--- src/wdrc_defines.vh ---
// Constants for the watchdog and reset-control block: offsets, fields, reset values, timing.
// Assumes inclusion by bare name from the block's design file.
`ifndef WDRC_DEFINES_VH
`define WDRC_DEFINES_VH

`define WDRC_OFS_DOG_CTRL     4'h0
`define WDRC_OFS_CAUSE        4'h1
`define WDRC_OFS_BROWNOUT     4'h2
`define WDRC_OFS_STATUS       4'h3

`define WDRC_DOG_CTRL_RST     8'h53
`define WDRC_BROWNOUT_RST     8'h5A
`define WDRC_KEY_ENABLE       5'h0A
`define WDRC_KEY_DISABLE      5'h15
`define WDRC_LVL_1V7          8'h5A
`define WDRC_LVL_OFF          8'hA5
`define WDRC_KEY_MSB          7
`define WDRC_KEY_LSB          3
`define WDRC_SEL_MSB          2
`define WDRC_SEL_LSB          0
`define WDRC_BIT_KEY_FAULT    0
`define WDRC_BIT_LVL_FAULT    1
`define WDRC_BIT_LOWVOLT      2
`define WDRC_BIT_EXPIRY       0
`define WDRC_BIT_POWER_DOWN   1
`define WDRC_PORT_RST         8'hFF

`define WDRC_SOFT_DELAY_CYC   16
`define WDRC_DEBOUNCE_NS      1000
`define WDRC_CLK_NS           40
`define WDRC_DEBOUNCE_CYC     ((`WDRC_DEBOUNCE_NS + `WDRC_CLK_NS - 1) / `WDRC_CLK_NS)

`endif

--- src/wdrc_watchdog_and_reset_control.v ---
// Watchdog timer, keyed brownout control and reset-cause flags of a small microcontroller.
// Assumes a 25 MHz clock, a synchronous slow-oscillator tick and a synchronous supply-low flag.
//
// Local design decisions: the placing of the registers and the plain strobed port.
`timescale 1ns/1ps
`include "wdrc_defines.vh"

module wdrc_watchdog_and_reset_control #(
  parameter SOFT_DELAY_CYC = `WDRC_SOFT_DELAY_CYC, // Soft reset delay in clock cycles.
  parameter DEBOUNCE_CYC   = `WDRC_DEBOUNCE_CYC    // Low-supply debounce in clock cycles.
) (
  input  wire       clock_i,         // System clock, 25 MHz.
  input  wire       nrst_i,          // Power-on reset, synchronous, active low.
  input  wire [3:0] addr_i,          // Register address.
  input  wire [7:0] wdata_i,         // Register write data.
  input  wire       wr_i,            // Write strobe.
  input  wire       rd_i,            // Read strobe.
  output reg  [7:0] rdata_o,         // Read data, valid the cycle after rd_i.
  input  wire       slow_tick_i,     // One pulse per slow internal oscillator cycle.
  input  wire       clr_dog_i,       // Watchdog clear instruction executed.
  input  wire       halt_i,          // Halt instruction executed, entering low power.
  input  wire       low_power_i,     // Device is in sleep or idle.
  input  wire       supply_low_i,    // Supply below the selected threshold.
  output wire       sys_reset_o,     // Full device reset pulse.
  output wire       pc_sp_reset_o,   // Program counter and stack pointer reset pulse.
  output wire       port_preset_o,   // Port data and direction registers to load all ones.
  output wire [7:0] port_reset_val_o,// Value for port data and direction registers.
  output wire       lowvolt_en_o,    // Low-voltage detection armed.
  output wire [7:0] brownout_level_o // Current level select.
);

  localparam ST_RUN   = 2'b00;
  localparam ST_DELAY = 2'b01;

  reg [7:0]  dog_ctrl_r;
  reg [7:0]  brownout_r;
  reg [2:0]  cause_r;
  reg        dog_expiry_flag_r;
  reg        power_down_flag_r;
  reg [15:0] dog_cnt_r;
  reg [1:0]  state_r;
  reg [15:0] delay_cnt_r;
  reg        pend_key_r;
  reg        pend_lvl_r;
  reg [15:0] deb_cnt_r;
  reg        sys_rst_r;
  reg        pcsp_rst_r;
  reg        por_r;

  function key_valid;
    input [4:0] k;
    begin
      key_valid = (k == `WDRC_KEY_ENABLE) || (k == `WDRC_KEY_DISABLE);
    end
  endfunction

  function lvl_valid;
    input [7:0] v;
    begin
      lvl_valid = (v == `WDRC_LVL_1V7) || (v == `WDRC_LVL_OFF);
    end
  endfunction

  wire [4:0] dog_key_field     = dog_ctrl_r[`WDRC_KEY_MSB:`WDRC_KEY_LSB];
  wire [2:0] dog_period_select = dog_ctrl_r[`WDRC_SEL_MSB:`WDRC_SEL_LSB];
  wire       dog_enabled       = (dog_key_field == `WDRC_KEY_ENABLE);
  wire       wr_dog            = wr_i && (addr_i == `WDRC_OFS_DOG_CTRL);
  wire       wr_cause          = wr_i && (addr_i == `WDRC_OFS_CAUSE);
  wire       wr_lvl            = wr_i && (addr_i == `WDRC_OFS_BROWNOUT);
  wire       key_bad_wr        = wr_dog && !key_valid(wdata_i[`WDRC_KEY_MSB:`WDRC_KEY_LSB]);
  wire       lvl_bad_wr        = wr_lvl && !lvl_valid(wdata_i);

  // Overflow tested against the boundary of the current select each tick.
  wire [15:0] dog_limit = 16'h0100 << dog_period_select;
  wire        dog_ovf   = dog_enabled && slow_tick_i && (dog_cnt_r + 16'h0001 >= dog_limit);

  // Detection only counts outside low power and with a 1.7V level selected.
  assign lowvolt_en_o = !low_power_i && (brownout_r == `WDRC_LVL_1V7);
  wire   lv_trip      = lowvolt_en_o && supply_low_i && (deb_cnt_r >= DEBOUNCE_CYC);

  wire soft_fire = (state_r == ST_DELAY) && (delay_cnt_r == 16'h0000);
  wire full_rst  = soft_fire || lv_trip || (dog_ovf && !low_power_i);

  always @(posedge clock_i) begin
    if (!nrst_i) begin
      dog_ctrl_r        <= `WDRC_DOG_CTRL_RST;
      brownout_r        <= `WDRC_BROWNOUT_RST;
      cause_r           <= 3'h0;
      dog_expiry_flag_r <= 1'b0;
      power_down_flag_r <= 1'b0;
      dog_cnt_r         <= 16'h0000;
      state_r           <= ST_RUN;
      delay_cnt_r       <= 16'h0000;
      pend_key_r        <= 1'b0;
      pend_lvl_r        <= 1'b0;
      deb_cnt_r         <= 16'h0000;
      sys_rst_r         <= 1'b0;
      pcsp_rst_r        <= 1'b0;
      por_r             <= 1'b1;
    end else begin
      por_r      <= 1'b0;
      sys_rst_r  <= full_rst;
      pcsp_rst_r <= dog_ovf && low_power_i;

      // Watchdog counter advances on slow ticks only.
      if (key_bad_wr || clr_dog_i || halt_i || full_rst || dog_ovf || !dog_enabled) begin
        dog_cnt_r <= 16'h0000;
      end else if (slow_tick_i) begin
        dog_cnt_r <= dog_cnt_r + 16'h0001;
      end

      if (lowvolt_en_o && supply_low_i && !lv_trip) begin
        deb_cnt_r <= deb_cnt_r + 16'h0001;
      end else begin
        deb_cnt_r <= 16'h0000;
      end

      // Soft reset delay after a bad key or level.
      case (state_r)
        ST_RUN: begin
          if (key_bad_wr || lvl_bad_wr) begin
            state_r     <= ST_DELAY;
            delay_cnt_r <= SOFT_DELAY_CYC[15:0] - 16'h0001;
            pend_key_r  <= key_bad_wr;
            pend_lvl_r  <= lvl_bad_wr;
          end
        end
        ST_DELAY: begin
          if (delay_cnt_r == 16'h0000) begin
            state_r <= ST_RUN;
          end else begin
            delay_cnt_r <= delay_cnt_r - 16'h0001;
          end
          pend_key_r <= pend_key_r || key_bad_wr;
          pend_lvl_r <= pend_lvl_r || lvl_bad_wr;
        end
        default: begin
          state_r <= ST_RUN;
        end
      endcase

      if (soft_fire && pend_key_r) begin
        dog_ctrl_r <= `WDRC_DOG_CTRL_RST;
      end else if (wr_dog) begin
        dog_ctrl_r <= wdata_i;
      end

      // Invalid level restores the power-on level; a genuine low supply keeps it.
      if (soft_fire && pend_lvl_r) begin
        brownout_r <= `WDRC_BROWNOUT_RST;
      end else if (wr_lvl) begin
        brownout_r <= wdata_i;
      end

      // Hardware sets win over software clears; only zero writes clear.
      cause_r[`WDRC_BIT_KEY_FAULT] <= (soft_fire && pend_key_r) ||
        (cause_r[`WDRC_BIT_KEY_FAULT] && !(wr_cause && !wdata_i[`WDRC_BIT_KEY_FAULT]));
      cause_r[`WDRC_BIT_LVL_FAULT] <= (soft_fire && pend_lvl_r) ||
        (cause_r[`WDRC_BIT_LVL_FAULT] && !(wr_cause && !wdata_i[`WDRC_BIT_LVL_FAULT]));
      cause_r[`WDRC_BIT_LOWVOLT] <= lv_trip ||
        (cause_r[`WDRC_BIT_LOWVOLT] && !(wr_cause && !wdata_i[`WDRC_BIT_LOWVOLT]));

      if (dog_ovf) begin
        dog_expiry_flag_r <= 1'b1;
      end else if (halt_i || clr_dog_i) begin
        dog_expiry_flag_r <= 1'b0;
      end

      if (halt_i) begin
        power_down_flag_r <= 1'b1;
      end else if (clr_dog_i) begin
        power_down_flag_r <= 1'b0;
      end
    end
  end

  always @(posedge clock_i) begin
    if (!nrst_i) begin
      rdata_o <= 8'h00;
    end else if (rd_i) begin
      case (addr_i)
        `WDRC_OFS_DOG_CTRL: rdata_o <= dog_ctrl_r;
        `WDRC_OFS_CAUSE:    rdata_o <= {5'h00, cause_r};
        `WDRC_OFS_BROWNOUT: rdata_o <= brownout_r;
        `WDRC_OFS_STATUS:   rdata_o <= {6'h00, power_down_flag_r, dog_expiry_flag_r};
        default:            rdata_o <= 8'h00;
      endcase
    end else begin
      rdata_o <= 8'h00;
    end
  end

  // The core clears its program counter on either reset output.
  assign sys_reset_o      = sys_rst_r;
  assign pc_sp_reset_o    = pcsp_rst_r | sys_rst_r;
  assign port_preset_o    = por_r;
  assign port_reset_val_o = `WDRC_PORT_RST;
  assign brownout_level_o = brownout_r;

endmodule

--- config.mk ---
export PLATFORM = sky130hd
export DESIGN_NAME = wdrc_watchdog_and_reset_control
export DESIGN_NICKNAME = d
export VERILOG_FILES = /design/src/wdrc_watchdog_and_reset_control.v
export VERILOG_INCLUDE_DIRS = /design/src
export SDC_FILE = /design/constraint.sdc
export NUM_CORES = 1
export LEC_CHECK = 0
export BUFFER_PORTS_ARGS = -buffer_cell sky130_fd_sc_hd__buf_2
export CAP_MARGIN = 25
export CORE_MARGIN = 2
export CORE_UTILIZATION = 45
export CTS_CLUSTER_DIAMETER = 200
export DETAILED_ROUTE_END_ITERATION = 8
export GPL_TIMING_DRIVEN = 0
export MAX_ROUTING_LAYER = met4
export PLACE_DENSITY = 0.63
export SYNTH_ARGS = -nofsm -noshare
export SYNTH_HDL_FRONTEND = slang
export SYNTH_SLANG_ARGS = --single-unit
--- constraint.sdc ---
create_clock -name clock_i -period 8.8 [get_ports clock_i]
set_clock_uncertainty 0.1 [all_clocks]
set_input_delay 1.76 -clock clock_i [delete_from_list [all_inputs] [get_ports clock_i]]
set_output_delay 1.76 -clock clock_i [all_outputs]
set_load 0.005 [all_outputs]
[Word-level counts from Yosys, hierarchy flattened]
Cells that the tools add are included.
Storage, ports and cells
  register bits: 84
  output and inout port bits: 28
  logic and storage cells: 115
  bits of input ports: 21
Cells by class
  $lt $le $gt $ge: 2
  reduce and logical (&&, ||, !) cells: 63
  shift operators: 1
  multiplexer cells: 16
  bitwise gates (word level): 2
  $add $sub $neg: 3
  equal/unequal tests: 13
Operator list (count)
  $add 16x1->16 const B: 2
  $mux 16: 2
  $pmux 16 s2: 1
  $pmux 8 s4: 1
  $logic_and 1x1->1: 22
  $eq 8x7->1 const B: 2
  $ge 16x16->1: 1
  $ge 16x5->1 const B: 1
  $logic_not 16->1: 1
  $logic_or 1x1->1: 16
  $shl 9x3->16 const A: 1
  $sub 16x1->16 const B: 1
  $logic_not 1->1: 11
  $eq 5x4->1 const B: 2
  $eq 4x2->1 const B: 2
  $eq 8x8->1 const B: 1
  $reduce_and 2->1: 4
  $mux 1: 7
  $reduce_bool 2->1: 3
  $reduce_or 2->1: 3
  $eq 5x5->1 const B: 1
  $eq 4x1->1 const B: 1
  $logic_not 4->1: 1
  $mux 2: 2
  9 further kinds: 11

[Logic depth before layout (Yosys ltp)]
Gate-level depths: netlist (run 1).
  depth after elaboration: 10
  gate-level depth with buffers: 13
  depth with buffers taken out: 12

[Worst setup path before layout (run 1)]
OpenSTA, ideal clock, no wires.
  path type: input -> output
  from: input low_power_i
  to: output lowvolt_en_o
  data arrival time: 2.525 ns
  data required time: 6.940 ns
  path buffers: 0
  path slack: 4.415 ns
  stages: 3
  cell sequence: nor4b_1 nand3_1 nor4b_1
On the way
  word-level cells in the longest chain between the ends: 2
RTL lines
  start, declared: line wdrc_watchdog_and_reset_control.v:22  | input wire low_power_i,
  $logic_not 1->1: line wdrc_watchdog_and_reset_control.v:78  | assign lowvolt_en_o = !low_power_i && (brownout_r == `WDRC_LVL_1V7);
  $logic_and 1x1->1: line wdrc_watchdog_and_reset_control.v:78
  end, declared: line wdrc_watchdog_and_reset_control.v:28  | output wire lowvolt_en_o,
No other way between the ends.

[Final worst setup path (run 1)]
Same ends and word-level chain as after synthesis.

==> results of run 1 <==
==> worst min-delay path by stage <==
stage          cells after the start                    start                 endpoint  slack (ns)
5_1_grt                            1  deb_cnt_r[0]$_SDFF_PN0_  deb_cnt_r[0]$_SDFF_PN0_        0.42
3_3_place_gp                       1  deb_cnt_r[0]$_SDFF_PN0_  deb_cnt_r[0]$_SDFF_PN0_        0.36
6_report                           1  deb_cnt_r[0]$_SDFF_PN0_  deb_cnt_r[0]$_SDFF_PN0_        0.38
2_1_floorplan                      1  deb_cnt_r[0]$_SDFF_PN0_  deb_cnt_r[0]$_SDFF_PN0_        0.34
4_1_cts                            2    cause_r[0]$_SDFF_PN0_    cause_r[0]$_SDFF_PN0_        0.38
3_5_place_dp                       1  deb_cnt_r[0]$_SDFF_PN0_  deb_cnt_r[0]$_SDFF_PN0_        0.37
==> cell type report <==
| cell class | instances | area, um2 | share of cell area [%] |
|---|---|---|---|
| buffer | 24 | 132.6 | 2.975 |
| clock buffer | 11 | 141.4 | 3.171 |
| clock inverter | 5 | 35.03 | 0.7859 |
| inverter | 12 | 45.04 | 1.010 |
| multi-input combinational | 331 | 2116 | 47.46 |
| sequential | 83 | 1662 | 37.27 |
| tap | 105 | 131.4 | 2.947 |
| timing repair buffer | 39 | 195.2 | 4.378 |
==> kinds of logic (layout without fill, tap and decap cells) <==
kind of cell / count (synthesis) / count (layout)
flip-flops: 83 / 83
AND/OR/NAND/NOR: 188 / 188
buffers and inverters: 36 / 91
XOR/XNOR: 36 / 36
other: 2 / 19
AO/OA/AOI/OAI: 47 / 47
multiplexers: 27 / 27
adder cells (fa/ha/maj): 14 / 14
==> through the flow <==
step           worst slack, ns  hold WS [ns]
5_1_grt                  3.584        0.4223
6_report                 3.742        0.3812
3_3_place_gp             3.705        0.3624
4_1_cts                  3.688        0.3836
2_1_floorplan            4.415        0.3449
3_5_place_dp             3.688        0.3688
==> power breakdown <==
| group | leakage (nW) | internal (W) | switching [W] |
|---|---|---|---|
| Sequential | 0.676 | 0.000386 | 0.00000743 |
| Combinational | 1.16 | 0.0000362 | 0.0000504 |
| Clock | 0.0901 | 0.000111 | 0.000137 |
==> cell usage in the layout (no fill, tap or decap), types with 8 or more instances in the layout <==
| cell | n |
|---|---|
| dfxtp_1 | 83 |
| clkbuf_1 | 12 |
| nor4_1 | 9 |
| buf_2 | 43 |
| nand2_1 | 47 |
| nor2_1 | 61 |
| a21oi_1 | 14 |
| nand3_1 | 13 |
| conb_1 | 19 |
| mux2i_1 | 27 |
| inv_1 | 12 |
| ha_1 | 14 |
| xor2_1 | 22 |
| clkbuf_8 | 10 |
| buf_4 | 8 |
| xnor2_1 | 14 |
| nand4_1 | 10 |
==> state kept, by name (all words and copies together), names as in the netlist, 3 cells and up <==
register,flops
deb_cnt_r,16
brownout_level_o,8
rdata_o,8
cause_r,3
dog_cnt_r,16
delay_cnt_r,16
dog_ctrl_r,8
==> worst max-delay path, delay by kind of cell <==
kind | cells | cell delay (ns)
AND/OR/NAND/NOR | 3 | 1.07
buffers and inverters | 2 | 0.37
==> routing by layer <==
| layer | up-vias | part of all wire, % | track usage, % | wire length (um) |
|---|---|---|---|---|
| met3 | 10 | 3.8 | 3.685 | 310 |
| met2 | 52 | 45 | 29.11 | 3739 |
| met1 | 1421 | 50 | 23.90 | 4090 |
| met5 | - | 0 | - | 0 |
| li1 | 1611 | - | - | - |
| met4 | 0 | 1.2 | 5.525 | 96 |
==> results.md, run 1 <==
Logic synthesis:
- Of the post-synthesis cell area, the dominant cell type holds 42.70%.
- The most common cell in the synthesized netlist is dfxtp_1.
- The sequential cell area fraction in the yosys report is between 40% and 50%.
- The register bit count reported by yosys is 83.
- The number of instances in the synthesized netlist is 433.
- The area share of and/or/nand/nor cells after synthesis is 24.34%.
- During synthesis, Yosys emitted a total of 0 warnings.
- The leading register cell type out of synthesis is dfxtp_1.
- The average cell area after synthesis is between 8 and 9 um2.
- The commonest cells after synthesis are dfxtp_1, nor2_1, nand2_1, mux2i_1, xor2_1.
- Of the total synthesized cell area, the portion taken by full adders, half adders and majority gates is 4.502%.
- The number of enable flip-flop cells after synthesis is 0.
- The cell accounting for the most synthesized area is dfxtp_1.
- The proportion of synthesized flip-flops having asynchronous set or reset is 0%.
- The area fraction in compound gates after synthesis is 8.650%.
- By area, the combinational part of the netlist is dominated by simple AND/OR/NAND/NOR gates.
- Of the total synthesized cell area, the portion taken by XOR and XNOR cells is 8.103%.
- The summed instance area of the synthesized netlist is 0.003891 mm2.
- Measured against the total synthesized area, the mux share comes to 6.945%.
- The number of unique standard cell types used by synthesis is 47.
- After synthesis, the cell types taking the most area are dfxtp_1, mux2i_1, nor2_1, xor2_1, nand2_1.

STA:
- The final count of hold timing violations came to 0.
- The count of pins over their slew limit is 0.
- The aggregate negative setup slack is 0 ns.
- Setup violations remaining at the end of the flow were counted as 0.
- The smallest clock period supported by the final layout is computed as 5.058 ns.
- Setup repair after global routing left no endpoint under its margin.
- The worst slew slack as a fraction of its limit is 39.29%.
- The transition time at the pin with the least slew margin is 0.9038 ns.
- The final critical path takes up 57.47% of the cycle.
- Based on the critical path, the design can be clocked at up to around 200 MHz.

Setup path:
- The largest fanout on the critical path is 3.
- The required time of the critical path is 6.94 ns.
- On the critical path, the stage with the largest delay is an instance of nor4b_1.
- The data arrival at the endpoint of the critical path is roughly 3.2 ns.
- The startpoint identified for the worst register-to-register timing path is dog_cnt_r[3]$_SDFFE_PP0P_.
- In this run the critical register-to-register path is captured at dog_cnt_r[6]$_SDFFE_PP0P_.
- The endpoint class of the critical path is an output pin.
- STA classifies the critical path startpoint as a primary input.
- Walking the worst path, the cells encountered are buf_2, nor4b_1, nand3_1, nor4b_1, buf_2.
- The startpoint of the worst setup timing path is low_power_i.
- The endpoint of the most critical setup path is lowvolt_en_o.
- The register-to-register setup slack is 4.98 ns.
- The critical setup path kind is in2out.
- Measured in cells, the most critical reg-to-reg path has a length of 13.
- The longest individual stage delay on the worst path is about 0.7 ns.

CTS:
- The clock tree root buffer cell is clkbuf_8.
- The register clock-pin slew on the reported worst setup and hold paths is 0.08 ns.
- The number of clock buffers inserted by TritonCTS is 9.
- Once the clock tree was built, the resizer swapped 0 gates to a different size.
- The number of hold buffers added after cts is 0.
- Post-CTS timing repair inserted 0 buffers for setup.
- At the later pin of the worst-skew pair, clock insertion delay measures 0.35 ns.
- The total number of H-tree levels is 3.
- The CTS tree is done.
- The clock passes through at most 2 buffers.
- The number of sinks on the clock net is 83.

Power:
- VDD sags by at most between 0.00008 and 0.00009 V.
- In this run the static leakage power is 1.923 nW.
- The power per standard cell area is roughly 160 mW/mm2.
- The total power draw is ~0.00073 W.

Routing:
- The number of search-and-repair iterations in the first detailed-routing pass is 4.
- The residual DRC count is 0.
- The routed length per placed instance is 13.50 um.
- After the first detailed-routing iteration, the DRC count stood at 104.
- The detailed-route wire length is just over 8000 um.
- The number of vias in the routed layout is between 3000 and 4000.
- The number of nets with antenna violations after detailed routing is 0.
- The via density per instance is about 5.1.

Global route:
- The number of antenna violations at the first check in global routing is 0.
- The number of global-route vias before repair is 2970.
- The wire length of the first global-routing pass is 13970 um.
- The global router's overall resource usage is between 10% and 20%.
- The pin count of the biggest net entering global routing is 15.
- The final global-route overflow total is 0.

Floorplan:
- The die covers 0.009407 mm2.
- 49 I/O pins were placed.
- The number of placement rows is 33.
- The chip height is 96.99 um.
- The core region is slightly above 0.008 mm2.
- The floorplan step set the die width to 96.99 um.
- The initial cell density of the core is 46.89%.

Placement:
- The final estimated routing congestion in global placement is slightly above 0.8.
- The area of placed instances is roughly 0.0043 mm2.
- In this run, placement finished with an instance count of 594.
- In this run the tool buffered the top-level ports with 39 buffer cells.
- The HPWL after detailed placement is 6089 um.

Layout:
- The final cell count without fillers is 610.
- The share of cells above drive strength 1 is 15.45%.
- The core occupancy in the finished layout is a little over half.
- The number of nets in the layout is 535.
- The signed area change from the synthesized netlist to the final layout is 14.57%.
- The design area is 0.004458 mm2.
- The filler cell count in the final layout is 807.
- The repair_antennas step left the layout with diodes totalling 0.

Min path:
- The path class of the tightest hold or removal check is reg2reg.

Run status:
- The run finished with clean final reports.

Flow run:
- Across the run, the number of max-cap violations was 0.
(Power assumes the default switching activity.)
==> run 2: changes to the inputs <==
- ABC_AREA: not set -> 1
- PLACE_DENSITY: 0.63 -> 0.64
- clock period: 8.8 -> 4.2 ns (I/O delays scaled with it)
==> results.md, run 2 <==
Power:
- The clock network fraction of design power is 36.2%.
- Sequential cells burn about half of the power.
- The leakage power total is about 2.3 nW.
- The power per standard cell area is 320.2 mW/mm2.
- VDD sags by at most 0.0002388 V.
- Of the total power, the share spent switching nets is between 30 and 40%.
- The internal power of the cells is 0.001106 W.
- For this design the total switching power over the nets is 0.0004826 W.
- The share of total power dissipated in combinational logic is 12.5%.

Layout:
- The core occupancy in the finished layout is 53.17%.
- The multi-input combinational cells in the finished layout cover a total of 0.002345 mm2.
- The post-route netlist has between 10% and 20% of its cells at a drive strength greater than 1.
- The antenna diode count is 0.
- The filler cell count in the final layout is 952.
- From synthesis to final layout, the design area changed by 14.07%.
- The number of nets in the layout is 737.
- The area occupied by registers is 0.001662 mm2.
- The top cell types in the final layout, fill and taps aside, are nand2_1, nor2_1, dfxtp_1, inv_1, nand3_1.
- The largest registers in the layout are deb_cnt_r (16), delay_cnt_r (16), dog_cnt_r (16).
- Leaving out fill and tap cells, the most frequent cell in the layout is nand2_1.

Run status:
- The run finished with clean final reports.

Routing:
- In the routed design, unresolved DRC markers number 0.
- The detailed-route wire length is 9809 um.
- The routed length per placed instance is 11.73 um.
- For this run, the detailed router's first-pass iteration total came to 6.
- The detailed router placed 4020 vias in this run.
- Once detail routing completed, the nets flagged for antenna violations numbered 0.
- The number of design-rule violations left by the first detailed-router iteration is 179.
- After detailed routing, the number of vias per cell comes to 4.809.

Logic synthesis:
- Yosys mapped a number of flops with a built-in enable equal to 0.
- Of the synthesized area, sequential elements account for 38.22%.
- The multiplexer share of the synthesized area is 0.2302%.
- Summing the areas of all compound-gate instances in the mapped netlist gives 9.468% of the synthesized area.
- The total number of yosys warnings is 0.
- The leading register cell type out of synthesis is dfxtp_1.
- In this run, distinct cell masters in the synthesized netlist total 36.
- The cell accounting for the most synthesized area is dfxtp_1.
- The area share of and/or/nand/nor cells after synthesis is between 30 and 40%.
- The top cell type by area accounts for 38.22% of the synthesized area.
- By area, the combinational part of the netlist is dominated by simple AND/OR/NAND/NOR gates.
- The most common cell in the synthesized netlist is nand2_1.
- Sorting the synthesized cells by area gives the leading types as dfxtp_1, nand2_1, nor2_1, nand3_1, inv_1.
- Counting flops and latches in the post-synthesis netlist gives 83.
- By count the netlist is led by nand2_1, nor2_1, dfxtp_1, inv_1, nand3_1.
- After Yosys synthesis, full adders, half adders and majority gates account for roughly 4.0% of the synthesized area.
- The number of instances in the synthesized netlist is around 640.
- The summed instance area of the synthesized netlist is 0.004348 mm2.
- The average cell area after synthesis is 6.836 um2.
- Summing the areas of all xor and xnor instances in the mapped netlist gives 2.619% of the synthesized area.
- The proportion of synthesized flip-flops having asynchronous set or reset is 0%.

Placement:
- The wire-length estimate of the detail-placed layout is 7473 um.
- Routability-driven placement finished with a final weighted congestion of about 0.9.
- The number of buffers inserted by port buffering is 38.

STA:
- The final count of hold timing violations came to 0.
- The fmax is 346.3 MHz.
- At the pin with the least slew margin, the transition time is about 0.52 ns.
- The aggregate negative setup slack is 0 ns.
- Setup repair after global routing left no endpoint under its margin.
- The clock period could shrink to slightly below 3 ns.
- After layout, the worst path uses 68.76% of the clock period.
- Setup violations remaining at the end of the flow were counted as 0.
- The count of pins over their slew limit came to 0.
- In this run the tightest slew margin relative to its limit is 65.42%.

Floorplan:
- Once the floorplan was initialized, standard cells occupied 46.61% of the core.
- The floorplan step defined a core boundary enclosing around 0.0093 mm2.
- The die area is 0.01046 mm2.
- The chip height is 102.3 um.
- In this run the horizontal extent of the chip is 102.3 um.
- Pin placement for this block handled 49 I/O pins.
- The number of placement rows is 35.

Setup path:
- The type of element launching the critical path is a register.
- Of all nets on the critical path, the largest fanout is 10.
- On the worst path, the slowest cell contributes a delay of 0.44 ns.
- The required time of the critical path is 4.36 ns.
- The endpoint class of the critical path is a register.
- The category of cells accounting for the largest share of critical-path delay is simple AND/OR/NAND/NOR gates.
- The critical path is of the reg2reg type.
- The worst path buffer plus inverter count is 1.
- The largest individual stage delay along the critical path comes from the cell dfxtp_1.
- Walking the worst path, the cells encountered are ha_1, nand3_1, nor2_1, nand4_1, and2_1, ha_1, nand2_1, nor2_1, nand4_1, nand3_1, nand3_1, nand3_2, buf_2, nor2_1.
- The data arrival at the endpoint of the critical path is ~3 ns.

Global route:
- The number of antenna violations at the first check in global routing is 0.
- The first global-routing pass estimated 16460 um of wire.
- The number of global-route vias before repair is around 3700.
- The global router's overall resource usage is around a fifth.
- The pin count of the biggest net entering global routing is 18.
- Global routing finished with a remaining overflow of 0.

CTS:
- The root buffer cell chosen for the clock tree is clkbuf_8.
- The number of post-CTS setup repair buffers is 0.
- For this design, the CTS-stage hold fixing added 0 buffers.
- After clock tree synthesis, the repair step resized 0 gates.
- Counting the buffers created by CTS gives 9.
- Clock-pin slew was measured on the worst setup and hold paths at 0.10 ns.
- TritonCTS built the clock tree.
- The tree built by TritonCTS fans out to 83 sinks.
- The total number of H-tree levels is 3.
- Clock latency on the worst-skew pair, taken at its later pin, is around 0.36 ns.
- The clock passes through at most 2 buffers.

Flow run:
- Max-cap violations in this run came to 0.

Min path:
- The path class of the tightest hold or removal check is reg2reg.
[run 2: cell types whose count changed after synthesis, sizes merged, moves of 6 or more]
cell | before | now
nand3 | 13 | 61
o211ai | 2 | 8
nand2 | 47 | 165
nor2 | 61 | 105
a21oi | 14 | 41
o31ai | 6 | 0
mux2i | 27 | 1
inv | 12 | 76
xor2 | 22 | 9
nor4 | 9 | 0
o21ai | 7 | 14
xnor2 | 14 | 4
[run 2: metal layers]
layer  share of wire [%]  wire length [um]  vias up  GRT usage [%]
met5                   0                 0        -              -
met4                 1.0                98        0          5.026
met3                 4.0               395       10          4.036
met2                  46              4487       73          33.45
met1                  49              4827     1810          26.00
li1                    -                 -     2127              -
[run 2: power by group through the flow]
stage          registers, W  logic (W)  clock network (W)
6_report           0.000815   0.000198           0.000575
5_1_grt            0.000818   0.000226           0.000630
4_1_cts            0.000815   0.000197           0.000593
3_5_place_dp       0.000834   0.000196                  0
3_3_place_gp       0.000833   0.000193                  0
2_1_floorplan      0.000831   0.000144                  0
[run 2: layout make-up]
type	count	share of cell area [%]
Inverter	76	5.752
Clock buffer	9	2.497
Tap cell	129	3.254
Clock inverter	7	1.463
Sequential cell	83	33.50
Multi-Input combinational cell	474	47.28
Timing Repair Buffer	38	3.835
Buffer	20	2.422
[run 2: final timing paths]
check,cells past startpoint,end,startpoint,slack [ns]
worst max-delay path,14,dog_cnt_r[8]$_SDFFE_PP0P_,dog_cnt_r[0]$_SDFFE_PP0P_,1.31
worst min-delay path,2,power_down_flag_r$_SDFFE_PN0P_,power_down_flag_r$_SDFFE_PN0P_,0.38
worst max register to register,14,dog_cnt_r[8]$_SDFFE_PP0P_,dog_cnt_r[0]$_SDFFE_PP0P_,1.31
worst min register to register,2,power_down_flag_r$_SDFFE_PN0P_,power_down_flag_r$_SDFFE_PN0P_,0.38
[run 2: metrics by stage]
step                total power [W]  instance area, um2  instances  hold slack [ns]  setup slack, ns
detailed placement         0.001030                4763        820           0.3672            1.328
CTS                        0.001606                4960        836           0.3813            1.313
floorplan                 0.0009752                4412        653           0.3387            1.776
global route               0.001674                4960        836           0.4030           0.9914
finish                     0.001588                4960        836           0.3808            1.312
global placement           0.001026                4763        820           0.3590            1.422
[run 2: logic make-up (layout without fill, tap and decap cells)]
family / Yosys count / count (layout)
other: 2 / 19
adders and majority gates: 14 / 14
DFF: 83 / 83
muxes: 1 / 1
xor gates and xnor gates: 13 / 13
and+or+nand+nor: 354 / 354
AOI/OAI and AO/OA: 73 / 73
buffers and inverters: 96 / 150
[run 2: worst reg2reg max path, cell delays in order, from the launching register on]
cell     delay [ns]
dfxtp_1        0.44
ha_1           0.23
nand3_1        0.11
nor2_1         0.21
nand4_1        0.14
and2_1         0.19
ha_1           0.27
nand2_1        0.06
nor2_1         0.14
nand4_1        0.10
nand3_1        0.15
nand3_1        0.12
nand3_2        0.18
buf_2          0.27
nor2_1         0.07
